==> src/rtl/mtc_pkg.sv <==
// shared constants and types for the management transaction control block
package mtc_pkg;
  // register byte addresses
  localparam int ADDR_W = 12;
  localparam logic [11:0] ADDR_CFG = 12'h500;
  localparam logic [11:0] ADDR_CTRL = 12'h504;
  localparam logic [11:0] ADDR_WDATA = 12'h508;
  localparam logic [11:0] ADDR_RDATA = 12'h50C;
  localparam logic [11:0] ADDR_ISTAT = 12'h600;
  localparam logic [11:0] ADDR_IEN = 12'h640;
  localparam logic [11:0] ADDR_ICLR = 12'h660;
  // control register fields
  localparam int PHY_MSB = 28;
  localparam int PHY_LSB = 24;
  localparam int REG_MSB = 20;
  localparam int REG_LSB = 16;
  localparam int KIND_MSB = 15;
  localparam int KIND_LSB = 14;
  localparam int START_BIT = 11;
  localparam int READY_BIT = 7;
  // configuration, interrupt and data register fields
  localparam int EN_BIT = 6;
  localparam int DIV_MSB = 5;
  localparam int DIV_LSB = 0;
  localparam int IRQ_BIT = 0;
  localparam int WORD_MSB = 15;
  // access kinds
  localparam logic [1:0] KIND_WRITE = 2'h1;
  localparam logic [1:0] KIND_READ = 2'h2;
  // reset values
  localparam logic [5:0] DIV_RESET = 6'h00;
  localparam logic [15:0] WORD_RESET = 16'h0000;
  // serial frame layout, bit 0 is the first bit on the wire
  localparam logic [31:0] PREAMBLE = 32'hFFFFFFFF;
  localparam logic [1:0] START_CODE = 2'h1;
  localparam logic [1:0] TURN_CODE = 2'h2;
  localparam logic [5:0] TURN_FIRST = 6'h2E;
  localparam logic [5:0] DATA_FIRST = 6'h30;
  localparam logic [5:0] LAST_BIT = 6'h3F;
  // frame controller states
  typedef enum logic [1:0] {
    ST_IDLE = 2'b00,
    ST_WAIT = 2'b01,
    ST_SHIFT = 2'b10,
    ST_DONE = 2'b11
  } mtc_state_t;
  // transaction fields held in the control register
  typedef struct packed {
    logic [4:0] phy;
    logic [4:0] regi;
    logic [1:0] kind;
  } mtc_cmd_t;
endpackage

==> src/rtl/mtc_top.sv <==
// management transaction control: registers, clock divider and serial frame engine
//
// What this block does
// control writes anytime, launch only in frame gaps
// phy address field bits 28..24, reset zero
// register index field bits 20..16, reset zero
// access kind 15..14: 01 write, 10 read
// start bit 11 written one launches transaction
// start bit self clears after its write
// ready flag bit 7 read only, resets one
// software loads write data before write launch
// software launches reads without data staging
// write data register low sixteen bits, reset zero
// read result stored in incoming word register
// upper sixteen bits of data registers read zero
// mdc equals host clock over 2*(1+divide)
// port disabled while clock divide is zero
// completion sets interrupt status bit zero
// ready low from launch until frame fully done
// software launches only while ready reads one
`timescale 1ns/1ps
`default_nettype none
module mtc_top (
  // clock and reset
  input wire logic i_clk,
  input wire logic i_rst,
  // register port
  input wire logic [11:0] i_addr,
  input wire logic [31:0] i_wdata,
  input wire logic i_wr,
  input wire logic i_rd,
  output logic [31:0] o_rdata,
  // ethernet side: high while between frames
  input wire logic i_frame_gap,
  // interrupt
  output logic o_irq,
  // management link pins
  output logic o_mdc,
  output logic o_mdio_o,
  output logic o_mdio_oe,
  input wire logic i_mdio_i
);

  // register address match, used by every decode below
  function automatic logic reg_hit(input logic [11:0] addr, input logic [11:0] offs);
    reg_hit = (addr == offs);
  endfunction

  // state
  mtc_pkg::mtc_state_t state, next_state;
  mtc_pkg::mtc_cmd_t cmd, next_cmd;
  logic [15:0] outgoing_word, next_outgoing_word;
  logic [15:0] incoming_word, next_incoming_word;
  logic management_port_enable, next_management_port_enable;
  logic [5:0] clk_div, next_clk_div;
  logic [5:0] div_cnt, next_div_cnt;
  logic [5:0] bit_idx, next_bit_idx;
  logic [63:0] frame, next_frame;
  logic [15:0] rx_shift, next_rx_shift;
  logic management_done_irq, next_management_done_irq;
  logic irq_enable, next_irq_enable;
  logic mdc, next_mdc;
  logic mdio_oe, next_mdio_oe;
  logic [31:0] rdata, next_rdata;

  // decoded strobes
  logic wr_ctrl;
  logic start_req;
  logic kind_ok;
  logic port_on;
  logic ready;
  logic half_tick;

  assign wr_ctrl = i_wr && reg_hit(i_addr, mtc_pkg::ADDR_CTRL);
  assign start_req = wr_ctrl && i_wdata[mtc_pkg::START_BIT];
  assign kind_ok = (i_wdata[mtc_pkg::KIND_MSB:mtc_pkg::KIND_LSB] == mtc_pkg::KIND_WRITE) ||
                   (i_wdata[mtc_pkg::KIND_MSB:mtc_pkg::KIND_LSB] == mtc_pkg::KIND_READ);
  // a zero divide would exceed the link clock limit, so it blocks the port
  assign port_on = management_port_enable && (clk_div != mtc_pkg::DIV_RESET);
  assign ready = (state == mtc_pkg::ST_IDLE);
  assign half_tick = (div_cnt == clk_div);

  // next state of registers, divider and frame engine
  always_comb begin
    next_state = state;
    next_cmd = cmd;
    next_outgoing_word = outgoing_word;
    next_incoming_word = incoming_word;
    next_management_port_enable = management_port_enable;
    next_clk_div = clk_div;
    next_div_cnt = div_cnt;
    next_bit_idx = bit_idx;
    next_frame = frame;
    next_rx_shift = rx_shift;
    next_management_done_irq = management_done_irq;
    next_irq_enable = irq_enable;
    next_mdc = mdc;
    next_mdio_oe = mdio_oe;

    // register writes; control fields are taken at any time
    if (wr_ctrl) begin
      next_cmd.phy = i_wdata[mtc_pkg::PHY_MSB:mtc_pkg::PHY_LSB];
      next_cmd.regi = i_wdata[mtc_pkg::REG_MSB:mtc_pkg::REG_LSB];
      next_cmd.kind = i_wdata[mtc_pkg::KIND_MSB:mtc_pkg::KIND_LSB];
    end
    if (i_wr && reg_hit(i_addr, mtc_pkg::ADDR_WDATA)) begin
      next_outgoing_word = i_wdata[mtc_pkg::WORD_MSB:0];
    end
    if (i_wr && reg_hit(i_addr, mtc_pkg::ADDR_CFG)) begin
      next_management_port_enable = i_wdata[mtc_pkg::EN_BIT];
      next_clk_div = i_wdata[mtc_pkg::DIV_MSB:mtc_pkg::DIV_LSB];
    end
    if (i_wr && reg_hit(i_addr, mtc_pkg::ADDR_IEN)) begin
      next_irq_enable = i_wdata[mtc_pkg::IRQ_BIT];
    end
    if (i_wr && reg_hit(i_addr, mtc_pkg::ADDR_ICLR) && i_wdata[mtc_pkg::IRQ_BIT]) begin
      next_management_done_irq = 1'b0;
    end

    case (state)
      mtc_pkg::ST_IDLE: begin
        next_mdc = 1'b0;
        next_mdio_oe = 1'b0;
        next_div_cnt = '0;
        // start is acted on, never stored, so it reads back zero
        if (start_req && kind_ok) begin
          next_state = mtc_pkg::ST_WAIT;
        end
      end
      mtc_pkg::ST_WAIT: begin
        // the snapshot is taken at launch, in the gap between frames
        if (i_frame_gap && port_on) begin
          next_frame = {mtc_pkg::PREAMBLE, mtc_pkg::START_CODE, cmd.kind, cmd.phy, cmd.regi,
                        mtc_pkg::TURN_CODE, outgoing_word};
          next_bit_idx = '0;
          next_div_cnt = '0;
          next_mdio_oe = 1'b1;
          next_state = mtc_pkg::ST_SHIFT;
        end
      end
      mtc_pkg::ST_SHIFT: begin
        // link clock toggles every clk_div+1 host cycles
        // divide or kind rewritten mid-frame acts at once; the engine does not
        // guard against it, so software must wait for ready first
        if (half_tick) begin
          next_div_cnt = '0;
          next_mdc = ~mdc;
          if (!mdc) begin
            // rising edge: the device samples, we sample read data
            if (cmd.kind == mtc_pkg::KIND_READ && bit_idx >= mtc_pkg::DATA_FIRST) begin
              next_rx_shift = {rx_shift[14:0], i_mdio_i};
            end
          end else if (bit_idx == mtc_pkg::LAST_BIT) begin
            next_mdio_oe = 1'b0;
            next_state = mtc_pkg::ST_DONE;
          end else begin
            // falling edge: present the next bit
            next_bit_idx = bit_idx + 6'h01;
            next_frame = {frame[62:0], 1'b0};
            // release the line from turnaround onward on reads
            if (cmd.kind == mtc_pkg::KIND_READ && (bit_idx + 6'h01) >= mtc_pkg::TURN_FIRST) begin
              next_mdio_oe = 1'b0;
            end
          end
        end else begin
          next_div_cnt = div_cnt + 6'h01;
        end
      end
      mtc_pkg::ST_DONE: begin
        if (cmd.kind == mtc_pkg::KIND_READ) begin
          next_incoming_word = rx_shift;
        end
        // set beats a same-cycle clear
        next_management_done_irq = 1'b1;
        next_state = mtc_pkg::ST_IDLE;
      end
      default: begin
        next_state = mtc_pkg::ST_IDLE;
      end
    endcase
  end

  // read mux, answered one cycle after the strobe; unmapped reads give zero
  always_comb begin
    next_rdata = '0;
    if (i_rd) begin
      if (reg_hit(i_addr, mtc_pkg::ADDR_CTRL)) begin
        next_rdata[mtc_pkg::PHY_MSB:mtc_pkg::PHY_LSB] = cmd.phy;
        next_rdata[mtc_pkg::REG_MSB:mtc_pkg::REG_LSB] = cmd.regi;
        next_rdata[mtc_pkg::KIND_MSB:mtc_pkg::KIND_LSB] = cmd.kind;
        next_rdata[mtc_pkg::READY_BIT] = ready;
      end else if (reg_hit(i_addr, mtc_pkg::ADDR_WDATA)) begin
        next_rdata[mtc_pkg::WORD_MSB:0] = outgoing_word;
      end else if (reg_hit(i_addr, mtc_pkg::ADDR_RDATA)) begin
        next_rdata[mtc_pkg::WORD_MSB:0] = incoming_word;
      end else if (reg_hit(i_addr, mtc_pkg::ADDR_CFG)) begin
        next_rdata[mtc_pkg::EN_BIT] = management_port_enable;
        next_rdata[mtc_pkg::DIV_MSB:mtc_pkg::DIV_LSB] = clk_div;
      end else if (reg_hit(i_addr, mtc_pkg::ADDR_ISTAT)) begin
        next_rdata[mtc_pkg::IRQ_BIT] = management_done_irq;
      end else if (reg_hit(i_addr, mtc_pkg::ADDR_IEN)) begin
        next_rdata[mtc_pkg::IRQ_BIT] = irq_enable;
      end
    end
  end

  // all state registers
  always_ff @(posedge i_clk) begin
    if (i_rst) begin
      state <= mtc_pkg::ST_IDLE;
      cmd <= '0;
      outgoing_word <= mtc_pkg::WORD_RESET;
      incoming_word <= mtc_pkg::WORD_RESET;
      management_port_enable <= 1'b0;
      clk_div <= mtc_pkg::DIV_RESET;
      div_cnt <= '0;
      bit_idx <= '0;
      frame <= '0;
      rx_shift <= '0;
      management_done_irq <= 1'b0;
      irq_enable <= 1'b0;
      mdc <= 1'b0;
      mdio_oe <= 1'b0;
      rdata <= '0;
    end else begin
      state <= next_state;
      cmd <= next_cmd;
      outgoing_word <= next_outgoing_word;
      incoming_word <= next_incoming_word;
      management_port_enable <= next_management_port_enable;
      clk_div <= next_clk_div;
      div_cnt <= next_div_cnt;
      bit_idx <= next_bit_idx;
      frame <= next_frame;
      rx_shift <= next_rx_shift;
      management_done_irq <= next_management_done_irq;
      irq_enable <= next_irq_enable;
      mdc <= next_mdc;
      mdio_oe <= next_mdio_oe;
      rdata <= next_rdata;
    end
  end

  // outputs straight from flops, except o_irq which ands two flops
  assign o_rdata = rdata;
  assign o_mdc = mdc;
  assign o_mdio_o = frame[63];
  assign o_mdio_oe = mdio_oe;
  assign o_irq = management_done_irq && irq_enable;

  // checks
  // all properties sample on the host clock and sleep through reset
  gap_launch_a: assert property (@(posedge i_clk) disable iff (i_rst)
    (state == mtc_pkg::ST_WAIT && !i_frame_gap) |=> (state == mtc_pkg::ST_WAIT))
    else $error("launch outside a frame gap");
  start_launch_a: assert property (@(posedge i_clk) disable iff (i_rst)
    (ready && start_req && kind_ok) |=> (state == mtc_pkg::ST_WAIT) && !ready)
    else $error("start write did not launch");
  zero_start_a: assert property (@(posedge i_clk) disable iff (i_rst)
    (ready && !start_req) |=> ready)
    else $error("transaction launched without start");
  start_clear_a: assert property (@(posedge i_clk) disable iff (i_rst)
    (i_rd && reg_hit(i_addr, mtc_pkg::ADDR_CTRL)) |=> !o_rdata[mtc_pkg::START_BIT])
    else $error("start bit read back set");
  ready_read_a: assert property (@(posedge i_clk) disable iff (i_rst)
    (i_rd && reg_hit(i_addr, mtc_pkg::ADDR_CTRL)) |=>
      (o_rdata[mtc_pkg::READY_BIT] == $past(ready)))
    else $error("ready flag does not match engine");
  upper_zero_a: assert property (@(posedge i_clk) disable iff (i_rst)
    (i_rd && (reg_hit(i_addr, mtc_pkg::ADDR_WDATA) || reg_hit(i_addr, mtc_pkg::ADDR_RDATA)))
      |=> (o_rdata[31:16] == 16'h0000))
    else $error("reserved data bits not zero");
  read_store_a: assert property (@(posedge i_clk) disable iff (i_rst)
    (state == mtc_pkg::ST_DONE && cmd.kind == mtc_pkg::KIND_READ) |=>
      (incoming_word == $past(rx_shift)))
    else $error("read result not stored");
  mdc_half_a: assert property (@(posedge i_clk) disable iff (i_rst)
    (state == mtc_pkg::ST_SHIFT && $changed(o_mdc)) |->
      (div_cnt == 6'h00) && ($past(div_cnt) == $past(clk_div)))
    else $error("link clock half period wrong");
  port_off_a: assert property (@(posedge i_clk) disable iff (i_rst)
    (state == mtc_pkg::ST_WAIT && clk_div == mtc_pkg::DIV_RESET) |=>
      (state != mtc_pkg::ST_SHIFT))
    else $error("port ran with zero divide");
  done_irq_a: assert property (@(posedge i_clk) disable iff (i_rst)
    (state == mtc_pkg::ST_DONE) |=> management_done_irq ##0 ready)
    else $error("completion did not raise status");
  busy_frame_a: assert property (@(posedge i_clk) disable iff (i_rst)
    $rose(ready) |-> ($past(state) == mtc_pkg::ST_DONE))
    else $error("ready rose before frame end");

  // a start with an unknown access kind is dropped
  kind_refuse_a: assert property (@(posedge i_clk) disable iff (i_rst)
    (ready && start_req && !kind_ok) |=> ready)
    else $error("start with bad kind launched");
  // the link sits still and released whenever no frame runs
  idle_clock_a: assert property (@(posedge i_clk) disable iff (i_rst)
    (state == mtc_pkg::ST_IDLE || state == mtc_pkg::ST_WAIT) |->
      (!o_mdc && !o_mdio_oe))
    else $error("link active outside a frame");
  // launch needs the port enabled and a frame gap one cycle before
  launch_port_a: assert property (@(posedge i_clk) disable iff (i_rst)
    (state == mtc_pkg::ST_WAIT) ##1 (state == mtc_pkg::ST_SHIFT) |->
      ($past(management_port_enable) && $past(i_frame_gap)))
    else $error("frame started without port or gap");
  // the staged word is what the frame carries
  word_load_a: assert property (@(posedge i_clk) disable iff (i_rst)
    (state == mtc_pkg::ST_WAIT) ##1 (state == mtc_pkg::ST_SHIFT) |->
      (frame[mtc_pkg::WORD_MSB:0] == $past(outgoing_word)))
    else $error("frame lost the staged word");
  // staged word moves only on its own write
  wdata_hold_a: assert property (@(posedge i_clk) disable iff (i_rst)
    !(i_wr && reg_hit(i_addr, mtc_pkg::ADDR_WDATA)) |=> $stable(outgoing_word))
    else $error("staged word changed without write");
  // writes drive the line all frame long
  oe_write_a: assert property (@(posedge i_clk) disable iff (i_rst)
    (state == mtc_pkg::ST_SHIFT && cmd.kind == mtc_pkg::KIND_WRITE) |->
      o_mdio_oe)
    else $error("write frame released the line");
  // reads hand the line over from turnaround on, or both ends would drive it
  oe_turn_a: assert property (@(posedge i_clk) disable iff (i_rst)
    (state == mtc_pkg::ST_SHIFT && cmd.kind == mtc_pkg::KIND_READ &&
      bit_idx >= mtc_pkg::TURN_FIRST) |-> !o_mdio_oe)
    else $error("line driven during read data");
  // read result only moves at the end of a read
  read_hold_a: assert property (@(posedge i_clk) disable iff (i_rst)
    (state != mtc_pkg::ST_DONE) |=> $stable(incoming_word))
    else $error("read result changed mid transaction");
  // status stays until a clear write
  irq_sticky_a: assert property (@(posedge i_clk) disable iff (i_rst)
    (management_done_irq && !(i_wr && reg_hit(i_addr, mtc_pkg::ADDR_ICLR))) |=>
      management_done_irq)
    else $error("status dropped without clear");
  // a clear away from completion takes effect next cycle
  irq_clear_a: assert property (@(posedge i_clk) disable iff (i_rst)
    (i_wr && reg_hit(i_addr, mtc_pkg::ADDR_ICLR) && i_wdata[mtc_pkg::IRQ_BIT] &&
      state != mtc_pkg::ST_DONE) |=> !management_done_irq)
    else $error("status clear ignored");

endmodule
`default_nettype wire

==> config.mk <==
export PLATFORM = sky130hd
export DESIGN_NAME = mtc_top
export DESIGN_NICKNAME = d
export VERILOG_FILES = /design/src/rtl/mtc_pkg.sv /design/src/rtl/mtc_top.sv
export SDC_FILE = /design/constraint.sdc
export NUM_CORES = 1
export LEC_CHECK = 0
export BUFFER_PORTS_ARGS = -buffer_cell sky130_fd_sc_hd__buf_2
export CORE_ASPECT_RATIO = 0.75
export CORE_MARGIN = 2
export CORE_UTILIZATION = 50
export DETAILED_ROUTE_END_ITERATION = 10
export PLACE_DENSITY = 0.67
export SYNTH_ARGS = -nofsm -noshare
export SYNTH_HDL_FRONTEND = slang
export SYNTH_SLANG_ARGS = --single-unit
==> constraint.sdc <==
create_clock -name i_clk -period 3 [get_ports i_clk]
set_clock_uncertainty 0.1 [all_clocks]
set_input_delay 0.6 -clock i_clk [delete_from_list [all_inputs] [get_ports i_clk]]
set_output_delay 0.6 -clock i_clk [all_outputs]
set_load 0.1 [all_outputs]
* Yosys cells after proc, flatten, opt, wreduce, memory -nomap -nowiden
Cells that the tools add are included.
** Word-level totals
- Register bits after elaboration :: 181
- Bits of input ports :: 50
- Output and inout bits :: 36
- Word-level logic and storage cells :: 116
** Cells by class
- Add/subtract/negate cells :: 2
- $lt $le $gt $ge :: 2
- Equal/unequal tests :: 22
- Multiplexer cells :: 37
- Bitwise operators :: 3
- Reductions and logical operators :: 30
** Operators by type and width (number)
- $mux 64 :: 4
- $pmux 64 s2 :: 1
- $eq 12x11->1 const B :: 7
- $mux 6 :: 6
- $pmux 6 s3 :: 1
- $mux 16 :: 1
- $reduce_and 5->1 :: 3
- $logic_and 1x1->1 :: 13
- $add 6x1->6 const B :: 2
- $ge 6x6->1 const B :: 2
- $mux 1 :: 12
- $mux 2 :: 6
- $pmux 6 s2 :: 1
- $ne 2x2->1 const B :: 5
- $mux 9 :: 1
- $eq 2x2->1 const B :: 4
- $pmux 2 s4 :: 1
- $mux 7 :: 1
- $eq 6x6->1 :: 1
- $eq 6x6->1 const B :: 1
- $reduce_and 2->1 :: 3
- $reduce_bool 2->1 :: 3
- $reduce_bool 6->1 :: 1
- $reduce_or 3->1 :: 2
- 11 further kinds :: 14

* Logic depth before layout (Yosys ltp)
Gate-level depths: netlist (run 1).
- Depth in word-level cells :: 8
- Depth in mapped cells :: 9
- Mapped depth without buffers :: 7

* Worst setup path after synthesis (run 1)
Ideal clock, no wire load.
- Path kind :: input-to-reg
- Start point :: input port i_addr[7]
- End point :: register rdata[2], in the netlist o_rdata[2]
- Data arrival time :: 2391 ps
- Required time :: 2776 ps
- Slack :: 385 ps
- Stages :: 6
- Cell sequence :: or4b_4 -> or4_4 -> or3_1 -> nand3_1 -> buf_4 -> nor2_1
** Between the ends
- Cells in the longest elaborated chain, start to end :: 4
- Elaborated cells on any way between the ends :: 8
** RTL lines
- start: declaration :: RTL line mtc_top.sv:28 : input wire logic [11:0] i_addr,
- $eq 12x11->1 :: RTL line mtc_top.sv:46 : reg_hit = (addr == offs);
- $mux 6 :: RTL line mtc_top.sv:196 : end else if (reg_hit(i_addr, mtc_pkg::ADDR_CFG)) begin
- $mux 7 :: RTL line mtc_top.sv:194 : end else if (reg_hit(i_addr, mtc_pkg::ADDR_RDATA)) begin
- $mux 16 :: RTL line mtc_top.sv:192 : end else if (reg_hit(i_addr, mtc_pkg::ADDR_WDATA)) begin
- end signal: assignment :: RTL line mtc_top.sv:240 : rdata <= next_rdata;
- end: declaration :: RTL line mtc_top.sv:64 : logic [31:0] rdata, next_rdata;
Parallel ways exist; a longest one is shown, timed or not.
A chain may end at the register's enable or synchronous reset.

* Final worst setup path (run 1)
- Start point :: register state[1]
- End point :: register frame[51]
** Between the ends
- Cells in the longest elaborated chain, start to end :: 3
- Elaborated cells on any way between the ends :: 9
** RTL lines
- start: declaration :: RTL line mtc_top.sv:50 : mtc_pkg::mtc_state_t state, next_state;
- start signal: assignment :: RTL line mtc_top.sv:210 : state <= mtc_pkg::ST_IDLE;
- start signal: assignment :: RTL line mtc_top.sv:226 : state <= next_state;
- $eq 2x2->1 / $eq 2x1->1 (equally long branches) :: RTL line mtc_top.sv:120 : case (state)
- $ne 2x2->1 (no source line) / $reduce_bool 2->1 (equally long branches)
- $reduce_and 5->1 (no source line)
- end signal: assignment :: RTL line mtc_top.sv:234 : frame <= next_frame;
- end: declaration :: RTL line mtc_top.sv:58 : logic [63:0] frame, next_frame;
Parallel ways exist; a longest one is shown, timed or not.

==> impl_summary.log, run 1 <==
INFO  metric status = finished, final reports clean
INFO  metric htree_num_levels = 4
INFO  metric finish.net_count = 910
INFO  metric most_area_hungry_cell_type_in_the_yosys_netlist = sky130_fd_sc_hd__dfxtp_1
INFO  metric avgSynthCellArea = 9.07 um^2
INFO  metric crit_path_start_kind = flop
INFO  metric max_slew_margin = 0.323
INFO  metric grt_start_max_net_pins = 67
INFO  metric path_delay_family = compound AO/OA/AOI/OAI gates
INFO  metric holdCritPathClass = input pin to flop
INFO  metric slowest_stage = sky130_fd_sc_hd__a21boi_4
INFO  metric critical-path-top-cell-by-count = sky130_fd_sc_hd__buf_4
INFO  metric antennaDiodeCount = 0
INFO  metric floorplan.io_pins = 86
INFO  metric setup.worst_path.class = flop to flop
INFO  metric avgRoutedWirePerCell = between 15 and 20 um
INFO  metric timing.critical_path.buf_inv = 3
INFO  metric ctsResizeCount = 0
INFO  metric total_placed_instance_area = slightly below 8000 um^2
INFO  metric synth_enable_flop_cells = 0
INFO  metric placed_cells = 1033
INFO  metric critical_path_peak_fanout = 35
INFO  metric cts_buffers = 17
INFO  metric drt_iter0_markers = 682
INFO  metric drtPass1Iterations = 6
INFO  metric finalPower = just over 6000 uW
INFO  metric critical_path.reg2reg.startpoint = state[1]
INFO  metric cts_max_path_buffers = 2
INFO  metric synth_largest_type_area_fraction = 0.482
INFO  metric ant_nets = 0
INFO  metric critical_path_depth = 7
INFO  metric crit_path_max_incr_delay = 760 ps
INFO  metric gr-max-usage-layer = met2
INFO  metric design.die.area = approximately 16000 um^2
INFO  metric asyncSetResetFlopFracSynth = 0
INFO  metric crit_path_start = state[1]
INFO  metric yosysSeqAreaShare = 0.482
INFO  metric worst-endpoint-required = 3220 ps
INFO  metric finalSetupViolCount = 0
INFO  metric post_route_drc_violation_count = 0
INFO  metric floorplan.initialDensity = 0.507
INFO  metric timing.rr.end = frame[51]
INFO  metric floorplan.rows = 38
INFO  metric tritoncts_clock_tree = done
INFO  metric p_leak = 0.00303 uW
INFO  metric netlist_instances = 802
INFO  metric ir_worst_vdd = 0.386 mV
INFO  metric cp-end-kind = flop
INFO  metric met3_track_demand_over_resource_in_global_routing = 0.0518
INFO  metric postSynthRegisterBits = 175
INFO  metric numClockSinks = 175
INFO  metric ys_top_cells_by_area = sky130_fd_sc_hd__dfxtp_1 (48%), sky130_fd_sc_hd__a21oi_1 (7.6%), sky130_fd_sc_hd__mux2i_1 (7.6%)
INFO  metric grt_pass1_vias = between 5000 and 6000
INFO  metric worstSetupEndpoint = frame[51]
INFO  metric reg2reg_depth = 7
INFO  metric timing.final.crit_period = 2680 ps
INFO  metric met1_usage = 0.332
INFO  metric layout-drive-gt1-share = 0.172
INFO  metric crit_path_cells = inv_1 -> ha_1 -> buf_4 -> a21boi_4 -> buf_4 -> a21oi_1 -> a311oi_1
INFO  metric slew_violations = 0
INFO  metric reg2reg_slack = 320 ps
INFO  metric clk_latency = 430 ps
INFO  metric drv.max_cap_violation_count = 0
INFO  metric timing.critical_path.arrival = 2900 ps
INFO  metric place_hpwl = 11600 um
INFO  metric rsz_0062_raised_after_global_routing = false
INFO  metric utilization = 0.590
INFO  metric power_density = approximately 720 nW/um^2
INFO  metric antenna_violations_before_repair = 0
INFO  metric synth_warnings = 0
INFO  metric timing.final.crit_share = 0.893
INFO  metric fp.dieW = 143 um
INFO  metric chipHeight = 108 um
INFO  metric grt_first_pass_wirelength = 29300 um
INFO  metric post-route-cell-area = 8470 um^2
INFO  metric areaGrowthSynthToFinish = 16.5%
INFO  metric final.setup.tns = 0 ps
INFO  metric via_per_inst = roughly 5.7
INFO  metric post_synthesis_instance_area = between 7000 and 8000 um^2
INFO  metric use_met2 = 0.366
INFO  metric gpl.final_weighted_congestion = ~0.8
INFO  metric num_vias = 6109
INFO  metric fmaxAchievable = ~370 MHz
INFO  metric totalWireLength = approximately 18000 um
INFO  metric core-area = approximately 14000 um^2
INFO  metric grt_overflow = 0
INFO  metric cts_hold_buffers = 0
INFO  metric final_cells = roughly 1100
INFO  metric postSynth.topFlopCell = sky130_fd_sc_hd__dfxtp_1
INFO  metric max_slew.worst_pin.slew = roughly 1000 ps
INFO  metric timing.final.hold_violations = 0
INFO  metric yosys.cell_types.count = 64
INFO  metric clock_pin_slew_worst_setup_and_hold_paths = 70 ps
INFO  metric cts_setup_buffers = 0
INFO  metric globalRouteTotalUtil = 0.237
INFO  metric io_buffer_count = 73
INFO  metric cts_root_cell = sky130_fd_sc_hd__clkbuf_16
==> metal layers <==
layer / vias to the layer above / share of wire / wire length (um)
li1: 2968 / - / -
met1: 2917 / 0.46 / 8310
met2: 205 / 0.46 / 8180
met3: 19 / 0.066 / 1180
met4: 0 / 0.012 / 206
met5: - / 0 / 0
==> synthesized netlist by cell type, types with 2 or more instances <==
| library cell | instances |
|---|---|
| sky130_fd_sc_hd__dfxtp_1 | 175 |
| sky130_fd_sc_hd__a21oi_1 | 110 |
| sky130_fd_sc_hd__nand2_1 | 71 |
| sky130_fd_sc_hd__mux2i_1 | 55 |
| sky130_fd_sc_hd__nor2_1 | 55 |
| sky130_fd_sc_hd__clkbuf_1 | 47 |
| sky130_fd_sc_hd__inv_1 | 42 |
| sky130_fd_sc_hd__nand3_1 | 35 |
| sky130_fd_sc_hd__a311oi_1 | 34 |
| sky130_fd_sc_hd__a211oi_1 | 29 |
| sky130_fd_sc_hd__and2_1 | 13 |
| sky130_fd_sc_hd__buf_2 | 13 |
| sky130_fd_sc_hd__buf_4 | 9 |
| sky130_fd_sc_hd__a222oi_1 | 8 |
| sky130_fd_sc_hd__a22oi_1 | 8 |
| sky130_fd_sc_hd__ha_1 | 7 |
| sky130_fd_sc_hd__nand4_1 | 7 |
| sky130_fd_sc_hd__xor2_1 | 7 |
| sky130_fd_sc_hd__o31ai_1 | 6 |
| sky130_fd_sc_hd__nor3_1 | 4 |
| sky130_fd_sc_hd__o21ai_0 | 4 |
| sky130_fd_sc_hd__xnor2_1 | 4 |
| sky130_fd_sc_hd__a31oi_1 | 3 |
| sky130_fd_sc_hd__and3_1 | 3 |
| sky130_fd_sc_hd__buf_1 | 3 |
| sky130_fd_sc_hd__nand2b_1 | 3 |
| sky130_fd_sc_hd__o311ai_0 | 3 |
| sky130_fd_sc_hd__or3_1 | 3 |
| sky130_fd_sc_hd__or4_1 | 3 |
| sky130_fd_sc_hd__a21o_1 | 2 |
| sky130_fd_sc_hd__a32oi_1 | 2 |
| sky130_fd_sc_hd__clkinv_1 | 2 |
==> cell families (layout without fill, tap and decap cells) <==
group                      after synthesis  in the layout  share of synthesized area
muxes                                   56             56                     0.0772
adders and majority gates                7              7                     0.0120
and+or+nand+nor                        210            211                      0.138
AOI/OAI and AO/OA                      226            226                      0.211
buffers and inverters                  116            174                     0.0667
xor gates and xnor gates                11             11                     0.0132
DFF                                    175            175                      0.482
other                                    1              6                   0.000515
==> layout make-up <==
cell class / instances / area, um^2
clock buffer: 18 / 429
clock inverter: 14 / 204
fill: 1233 / 5880
inverter: 44 / 165
multi-input combinational: 517 / 3340
sequential: 175 / 3500
tap: 200 / 250
timing repair buffer: 98 / 581
==> power by group <==
| part | internal, uW | switching (uW) | total (uW) |
|---|---|---|---|
| sequential | 2560 | 127 | 2690 |
| combinational | 384 | 666 | 1050 |
| clock | 1420 | 958 | 2370 |
| total | 4370 | 1750 | 6120 |
==> registers in the layout, summed over array words and instances (netlist names) <==
name,count
cmd,12
o_mdio_oe,1
bit_idx,6
div_cnt,6
clk_div,6
frame,64
o_mdc,1
state,2
outgoing_word,16
management_done_irq,1
incoming_word,16
management_port_enable,1
irq_enable,1
rx_shift,16
o_rdata,26
==> worst min path at each step <==
stage               slack (ps)             start           endpoint  depth (start not counted)
global route               320        i_wdata[9]   outgoing_word[9]                          3
finish                     320        i_wdata[9]   outgoing_word[9]                          3
floorplan                  330      rx_shift[15]  incoming_word[15]                          2
detailed placement         350  incoming_word[6]   incoming_word[6]                          2
CTS                        300        i_wdata[9]   outgoing_word[9]                          3
global placement           340  incoming_word[9]   incoming_word[9]                          2
==> per-stage QoR <==
stage	hold slack, ps	worst slack, ps
6_report	323	320
5_1_grt	322	99.7
4_1_cts	303	172
3_5_place_dp	350	63.7
3_3_place_gp	343	127
2_1_floorplan	332	385
==> placed cells by master (no fill, tap or decap), types with 4 or more instances in the layout <==
| master | n |
|---|---|
| sky130_fd_sc_hd__dfxtp_1 | 175 |
| sky130_fd_sc_hd__a21oi_1 | 110 |
| sky130_fd_sc_hd__buf_2 | 72 |
| sky130_fd_sc_hd__nand2_1 | 71 |
| sky130_fd_sc_hd__mux2i_1 | 55 |
| sky130_fd_sc_hd__nor2_1 | 54 |
| sky130_fd_sc_hd__inv_1 | 42 |
| sky130_fd_sc_hd__nand3_1 | 35 |
| sky130_fd_sc_hd__a311oi_1 | 34 |
| sky130_fd_sc_hd__a211oi_1 | 29 |
| sky130_fd_sc_hd__buf_4 | 24 |
| sky130_fd_sc_hd__clkbuf_16 | 17 |
| sky130_fd_sc_hd__and2_1 | 13 |
| sky130_fd_sc_hd__a222oi_1 | 8 |
| sky130_fd_sc_hd__a22oi_1 | 8 |
| sky130_fd_sc_hd__xor2_1 | 7 |
| sky130_fd_sc_hd__nand4_1 | 7 |
| sky130_fd_sc_hd__o31ai_1 | 6 |
| sky130_fd_sc_hd__ha_1 | 6 |
| sky130_fd_sc_hd__conb_1 | 6 |
| sky130_fd_sc_hd__nor3_1 | 4 |
| sky130_fd_sc_hd__xnor2_1 | 4 |
| sky130_fd_sc_hd__o21ai_0 | 4 |
| sky130_fd_sc_hd__bufinv_16 | 4 |
==> worst register-to-register path: cells and delay by family, from the launching register on <==
kind                     cells  cell delay, ps
AO/OA/AOI/OAI                3            1130
adder cells (fa/ha/maj)      1             250
buffers and inverters        3             700
flip-flops                   1             400
No activity file was read; power rests on OpenSTA's default activity.
==> run 2: changes to the inputs <==
--- a/config.mk
+++ b/config.mk
@@ -11,6 +11,8 @@
 export CORE_UTILIZATION = 50
 export DETAILED_ROUTE_END_ITERATION = 10
 export PLACE_DENSITY = 0.67
+export RECOVER_POWER = 25
+export SKIP_CTS_REPAIR_TIMING = 1
 export SYNTH_ARGS = -nofsm -noshare
 export SYNTH_HDL_FRONTEND = slang
 export SYNTH_SLANG_ARGS = --single-unit
==> impl_summary.log, run 2 (synthesis gave the netlist of run 1 again) <==
INFO  metric place_hpwl = 11600 um (unchanged)
INFO  metric finish.net_count = 910 (unchanged)
INFO  metric grt_start_max_net_pins = 67 (unchanged)
INFO  metric crit_path_max_incr_delay = 870 ps (+110 ps)
INFO  metric floorplan.io_pins = 86 (unchanged)
INFO  metric share_comb_of_total_power = 0.171 (about the same)
INFO  metric ant_nets = 0 (unchanged)
INFO  metric grt_first_pass_wirelength = 29300 um (unchanged)
INFO  metric largest-register = frame
INFO  metric setup.worst_path.class = flop to flop
INFO  metric final.setup.tns = 0 ps (unchanged)
INFO  metric switchingPower = 1760 uW (+0.35%)
INFO  metric critical_path_depth = 5 (-2)
INFO  metric holdCritPathClass = input pin to flop
INFO  metric drt_iter0_markers = 640 (-6.2%)
INFO  metric worstSetupEndpoint = frame[57]
INFO  metric reg2reg_depth = 5 (-2)
INFO  metric path_delay_family = simple AND/OR/NAND/NOR gates
INFO  metric fp.dieW = 143 um (unchanged)
INFO  metric mostFrequentLayoutCells = sky130_fd_sc_hd__dfxtp_1 (175), sky130_fd_sc_hd__a21oi_1 (110), sky130_fd_sc_hd__nand2_1 (71)
INFO  metric cp-end-kind = flop
INFO  metric drv.max_cap_violation_count = 0 (unchanged)
INFO  metric avgRoutedWirePerCell = 16.8 um (about the same)
INFO  metric post_route_drc_violation_count = 0 (unchanged)
INFO  metric most_common_library_cell_in_the_layout_ignoring_fill_and_taps = sky130_fd_sc_hd__dfxtp_1
INFO  metric core-area = 14400 um^2 (unchanged)
INFO  metric max_slew_margin = 0.202 (-0.121)
INFO  metric critical_path_peak_fanout = 24 (-31%)
INFO  metric htree_num_levels = 4 (unchanged)
INFO  metric clock_pin_slew_worst_setup_and_hold_paths = 70 ps (about the same)
INFO  metric numClockSinks = 175 (unchanged)
INFO  metric cts_max_path_buffers = 2 (unchanged)
INFO  metric power_switching_share = 0.287 (+0.000807)
INFO  metric timing.critical_path.buf_inv = 0 (-3)
INFO  metric globalRouteTotalUtil = 0.237 (unchanged)
INFO  metric chipHeight = 108 um (unchanged)
INFO  metric fmaxAchievable = 360 MHz (-3.6%)
INFO  metric slew_violations = 0 (unchanged)
INFO  metric timing.critical_path.arrival = 2940 ps (+40 ps)
INFO  metric floorplan.initialDensity = 0.507 (unchanged)
INFO  metric clk_latency = 420 ps (about the same)
INFO  metric ir_worst_vdd = 0.389 mV (+0.81%)
INFO  metric hp-start = i_wdata[9]
INFO  metric grt_pass1_vias = 5791 (unchanged)
INFO  metric areaGrowthSynthToFinish = 15.7%
INFO  metric floorplan.rows = 38 (unchanged)
INFO  metric num_vias = 6124 (+0.25%)
INFO  metric io_buffer_count = 73 (unchanged)
INFO  metric timing.final.crit_share = 0.927 (+0.0337)
INFO  metric power.sequential.fraction = 0.440 (about the same)
INFO  metric crit_path_start = div_cnt[1]
INFO  metric via_per_inst = 5.74 (+0.25%)
INFO  metric rsz_0062_raised_after_global_routing = false
INFO  metric total_placed_instance_area = 7830 um^2 (unchanged)
INFO  metric post-route-cell-area = 8420 um^2 (-0.65%)
INFO  metric crit_path_start_kind = flop
INFO  metric pre_cts_ws = 63.7 ps (unchanged)
INFO  metric worst_case_hold_slack = 322 ps (-1.28 ps)
INFO  metric antenna_violations_before_repair = 0 (unchanged)
INFO  metric gpl.final_weighted_congestion = 0.797 (unchanged)
INFO  metric post-route-worst-setup-slack = 219 ps (-101 ps)
INFO  metric tritoncts_clock_tree = done
INFO  metric finalSetupViolCount = 0 (unchanged)
INFO  metric status = finished, final reports clean
INFO  metric max_slew.worst_pin.slew = 1200 ps (+188 ps)
INFO  metric crit_path_cells = xor2_1 -> nor4_1 -> a32oi_2 -> nor2_2 -> a311oi_1
INFO  metric cts_buffers = 17 (unchanged)
INFO  metric utilization = 0.586 (-0.00383)
INFO  metric slowest_stage = sky130_fd_sc_hd__nor2_2
INFO  metric grt_overflow = 0 (unchanged)
INFO  metric timing.rr.end = frame[57]
INFO  metric drtPass1Iterations = 7 (+1)
INFO  metric p_leak = 0.00289 uW (-4.6%)
INFO  metric clkPwrFrac = 0.389 (about the same)
INFO  metric reg2reg_slack = 220 ps (-100 ps)
INFO  metric power_density = 727 nW/um^2 (+0.73%)
INFO  metric worst-endpoint-required = 3160 ps (-60 ps)
INFO  metric critical_path.reg2reg.startpoint = div_cnt[1]
INFO  metric totalWireLength = 17900 um (about the same)
INFO  metric cts_root_cell = sky130_fd_sc_hd__clkbuf_16
INFO  metric design.die.area = 15500 um^2 (unchanged)
INFO  metric timing.final.hold_violations = 0 (unchanged)
INFO  metric antennaDiodeCount = 0 (unchanged)
INFO  metric layout-drive-gt1-share = 0.136 (-0.0358)
INFO  metric timing.final.crit_period = 2780 ps (+101 ps)
INFO  metric largest_register_ff_count = 64 (unchanged)
INFO  metric internal_power = 4360 uW (about the same)
==> run 2: worst min-delay path by stage <==
stage                              to  slack, ps  cells after the start
finish               outgoing_word[9]        320                      3
CTS                  outgoing_word[9]        300                      3
detailed placement   incoming_word[6]        350                      2
global placement     incoming_word[9]        340                      2
global route         outgoing_word[9]        320                      3
floorplan           incoming_word[15]        330                      2
==> run 2: through the flow <==
step                power (uW)  cells
floorplan                 3500    807
global placement          3710   1033
detailed placement        3760   1033
CTS                       6140   1065
global route              6400   1066
finish                    6120   1066
==> run 2: area by class of cell <==
type / count / area, um^2
multi-input combinational: 517 / 3330
clock buffer: 18 / 429
inverter: 44 / 165
clock inverter: 14 / 204
sequential: 175 / 3500
tap: 200 / 250
timing repair buffer: 98 / 541
fill: 1246 / 5940
==> run 2: metal layers <==
| layer | wire length (um) | track usage |
|---|---|---|
| met5 | 0 | 0 |
| met3 | 1070 | 0.0518 |
| met1 | 8380 | 0.332 |
| met4 | 215 | 0.0756 |
| met2 | 8210 | 0.366 |
==> run 2: worst min-delay path, cell delays in order <==
cell and delay (ps):
sky130_fd_sc_hd__buf_2 90, sky130_fd_sc_hd__nand3_1 60, sky130_fd_sc_hd__a21oi_1 50
==> run 2: power by group through the flow <==
| stage | clock network, uW | registers [uW] | logic, uW |
|---|---|---|---|
| 5_1_grt | 2530 | 2720 | 1160 |
| 4_1_cts | 2420 | 2690 | 1030 |
| 3_3_place_gp | 0 | 2730 | 979 |
| 6_report | 2380 | 2690 | 1050 |
| 3_5_place_dp | 0 | 2740 | 1020 |
| 2_1_floorplan | 0 | 2750 | 755 |
==> run 3: changes to the inputs <==
--- a/config.mk
+++ b/config.mk
@@ -5,9 +5,8 @@
 export SDC_FILE = /design/constraint.sdc
 export NUM_CORES = 1
 export LEC_CHECK = 0
-export BUFFER_PORTS_ARGS = -buffer_cell sky130_fd_sc_hd__buf_2
+export BUFFER_PORTS_ARGS = -buffer_cell sky130_fd_sc_hd__buf_4
 export CORE_ASPECT_RATIO = 0.75
-export CORE_MARGIN = 2
 export CORE_UTILIZATION = 50
 export DETAILED_ROUTE_END_ITERATION = 10
 export PLACE_DENSITY = 0.67
==> impl_summary.log, run 3 (synthesis gave the netlist of run 1 again) <==
INFO  metric tritoncts_clock_tree = done
INFO  metric crit_path_cells = ha_1 -> nand3_1 -> o21a_1 -> a32oi_1 -> buf_4 -> nor2_4 -> buf_4 -> a311oi_1
INFO  metric share_comb_of_total_power = 0.173 (+0.002)
INFO  metric cp-end-kind = flop
INFO  metric power.sequential.fraction = 0.449 (+0.009)
INFO  metric clk_latency = 430 ps (about the same)
INFO  metric fp.dieW = 141 um (-1.4%)
INFO  metric timing.final.crit_period = 2470 ps (-309 ps)
INFO  metric status = finished, final reports clean
INFO  metric floorplan.initialDensity = 0.522 (+0.0154)
INFO  metric design.die.area = 15000 um^2 (-3.2%)
INFO  metric floorplan.rows = 37 (-2.6%)
INFO  metric htree_num_levels = 4 (unchanged)
INFO  metric avgRoutedWirePerCell = 16.0 um (-4.8%)
INFO  metric num_vias = 6055 (-1.1%)
INFO  metric fmaxAchievable = 405 MHz (+13%)
INFO  metric most_common_library_cell_in_the_layout_ignoring_fill_and_taps = sky130_fd_sc_hd__dfxtp_1
INFO  metric io_buffer_count = 73 (unchanged)
INFO  metric slowest_stage = sky130_fd_sc_hd__dfxtp_1
INFO  metric timing.critical_path.arrival = 2710 ps (-230 ps)
INFO  metric setup.worst_path.class = flop to flop
INFO  metric drtPass1Iterations = 5 (-2)
INFO  metric holdCritPathClass = input pin to flop
INFO  metric power_density = 704 nW/um^2 (-3.2%)
INFO  metric layout-drive-gt1-share = 0.132 (-0.00447)
INFO  metric grt_pass1_vias = 5543 (-4.3%)
INFO  metric post-route-worst-setup-slack = 529 ps (+309 ps)
INFO  metric worst-endpoint-required = 3240 ps (+80 ps)
INFO  metric antennaDiodeCount = 0 (unchanged)
INFO  metric largest_register_ff_count = 64 (unchanged)
INFO  metric crit_path_start_kind = flop
INFO  metric reg2reg_depth = 8 (+3)
INFO  metric rsz_0062_raised_after_global_routing = false
INFO  metric gpl.final_weighted_congestion = 0.841 (+5.5%)
INFO  metric post_route_drc_violation_count = 0 (unchanged)
INFO  metric critical-path-top-cell-by-count = sky130_fd_sc_hd__buf_4
INFO  metric clkPwrFrac = 0.378 (-0.011)
INFO  metric globalRouteTotalUtil = 0.235 (-0.00181)
INFO  metric place_hpwl = 11400 um (-1.3%)
INFO  metric largest-register = frame
INFO  metric switchingPower = 1810 uW (+3.2%)
INFO  metric timing.critical_path.buf_inv = 2 (+2)
INFO  metric pre_cts_ws = 116 ps (+52.5 ps)
INFO  metric hold_path_depth = 3 (unchanged)
INFO  metric totalWireLength = 16900 um (-5.3%)
INFO  metric drt_iter0_markers = 470 (-27%)
INFO  metric numClockSinks = 175 (unchanged)
INFO  metric drv.max_cap_violation_count = 0 (unchanged)
INFO  metric grt_overflow = 0 (unchanged)
INFO  metric clock_pin_slew_worst_setup_and_hold_paths = 70 ps (about the same)
INFO  metric grt_first_pass_wirelength = 28100 um (-4.3%)
INFO  metric crit_path_max_incr_delay = 450 ps (-420 ps)
INFO  metric cts_max_path_buffers = 2 (unchanged)
INFO  metric hp-start = i_mdio_i
INFO  metric final.setup.tns = 0 ps (unchanged)
INFO  metric p_leak = 0.00291 uW (+0.69%)
INFO  metric critical_path.reg2reg.startpoint = bit_idx[0]
INFO  metric slew_violations = 0 (unchanged)
INFO  metric finish.net_count = 909 (-0.11%)
INFO  metric finalSetupViolCount = 0 (unchanged)
INFO  metric timing.final.hold_violations = 0 (unchanged)
INFO  metric reg2reg_slack = 530 ps (+310 ps)
INFO  metric path_delay_family = compound AO/OA/AOI/OAI gates
INFO  metric power_switching_share = 0.303 (+0.0162)
INFO  metric timing.rr.end = frame[41]
INFO  metric cts_root_cell = sky130_fd_sc_hd__clkbuf_16
INFO  metric timing.final.crit_share = 0.824 (-0.103)
INFO  metric core-area = 13900 um^2 (-3.0%)
INFO  metric timing.hold.worst_endpoint = rx_shift[0]
INFO  metric ant_nets = 0 (unchanged)
INFO  metric grt_start_max_net_pins = 55 (-18%)
INFO  metric antenna_violations_before_repair = 0 (unchanged)
INFO  metric critical_path_depth = 8 (+3)
INFO  metric chipHeight = 106 um (-1.8%)
INFO  metric areaGrowthSynthToFinish = 16.8%
INFO  metric max_slew_margin = 0.210 (+0.00789)
INFO  metric max_slew.worst_pin.slew = 1190 ps (-11.9 ps)
INFO  metric critical_path_peak_fanout = 48 (+100%)
INFO  metric mostFrequentLayoutCells = sky130_fd_sc_hd__dfxtp_1 (175), sky130_fd_sc_hd__a21oi_1 (110), sky130_fd_sc_hd__nand2_1 (71)
INFO  metric floorplan.io_pins = 86 (unchanged)
INFO  metric ir_worst_vdd = 0.450 mV (+16%)
INFO  metric internal_power = 4160 uW (-4.6%)
INFO  metric cts_buffers = 17 (unchanged)
INFO  metric via_per_inst = 5.71 (-0.57%)
[run 3: area by class of cell]
type                       instances  area [um^2]
clock buffer                      17          425
clock inverter                    15          184
fill                            1201         5440
inverter                          44          165
multi-input combinational        516         3320
sequential                       175         3500
tap                              195          244
timing repair buffer              98          649
[run 3: worst reg2reg max path: stages, from the launching register on]
cell and delay [ps]:
sky130_fd_sc_hd__dfxtp_1 450, sky130_fd_sc_hd__ha_1 310, sky130_fd_sc_hd__nand3_1 200, sky130_fd_sc_hd__o21a_1 250
sky130_fd_sc_hd__a32oi_1 190, sky130_fd_sc_hd__buf_4 190, sky130_fd_sc_hd__nor2_4 40, sky130_fd_sc_hd__buf_4 280
sky130_fd_sc_hd__a311oi_1 360
[run 3: per-stage QoR]
stage	hold slack (ps)	instances	utilization	cell area (um^2)	total power [uW]
finish	309	1060	0.610	8500	5980
global route	312	1060	0.610	8500	6260
CTS	301	1060	0.619	8620	6020
detailed placement	350	1028	0.575	8010	3770
global placement	343	1028	0.575	8010	3720
floorplan	332	807	-	7290	3500
[run 3: worst max-delay path by stage]
stage	startpoint	to	slack (ps)
6_report	bit_idx[0]	frame[41]	530
5_1_grt	bit_idx[0]	frame[58]	290
4_1_cts	bit_idx[0]	frame[58]	530
3_5_place_dp	i_addr[7]	state[0]	120
3_3_place_gp	i_addr[7]	state[0]	170
2_1_floorplan	i_addr[7]	o_rdata[2]	390
[run 3: per-layer routing]
metal  GRT usage  wire length (um)  up-vias
met3      0.0509               950       12
met1       0.324              8130     2918
li1            -                 -     2974
met5           0                 0        -
met4      0.0722               150        0
met2       0.366              7700      151
[run 3: power groups by stage]
stage / clock network (uW) / logic (uW) / registers, uW
after detailed placement: 0 / 1040 / 2740
final: 2260 / 1030 / 2690
after floorplan: 0 / 755 / 2750
after CTS: 2290 / 1040 / 2690
after global placement: 0 / 995 / 2730
after global routing: 2400 / 1140 / 2720
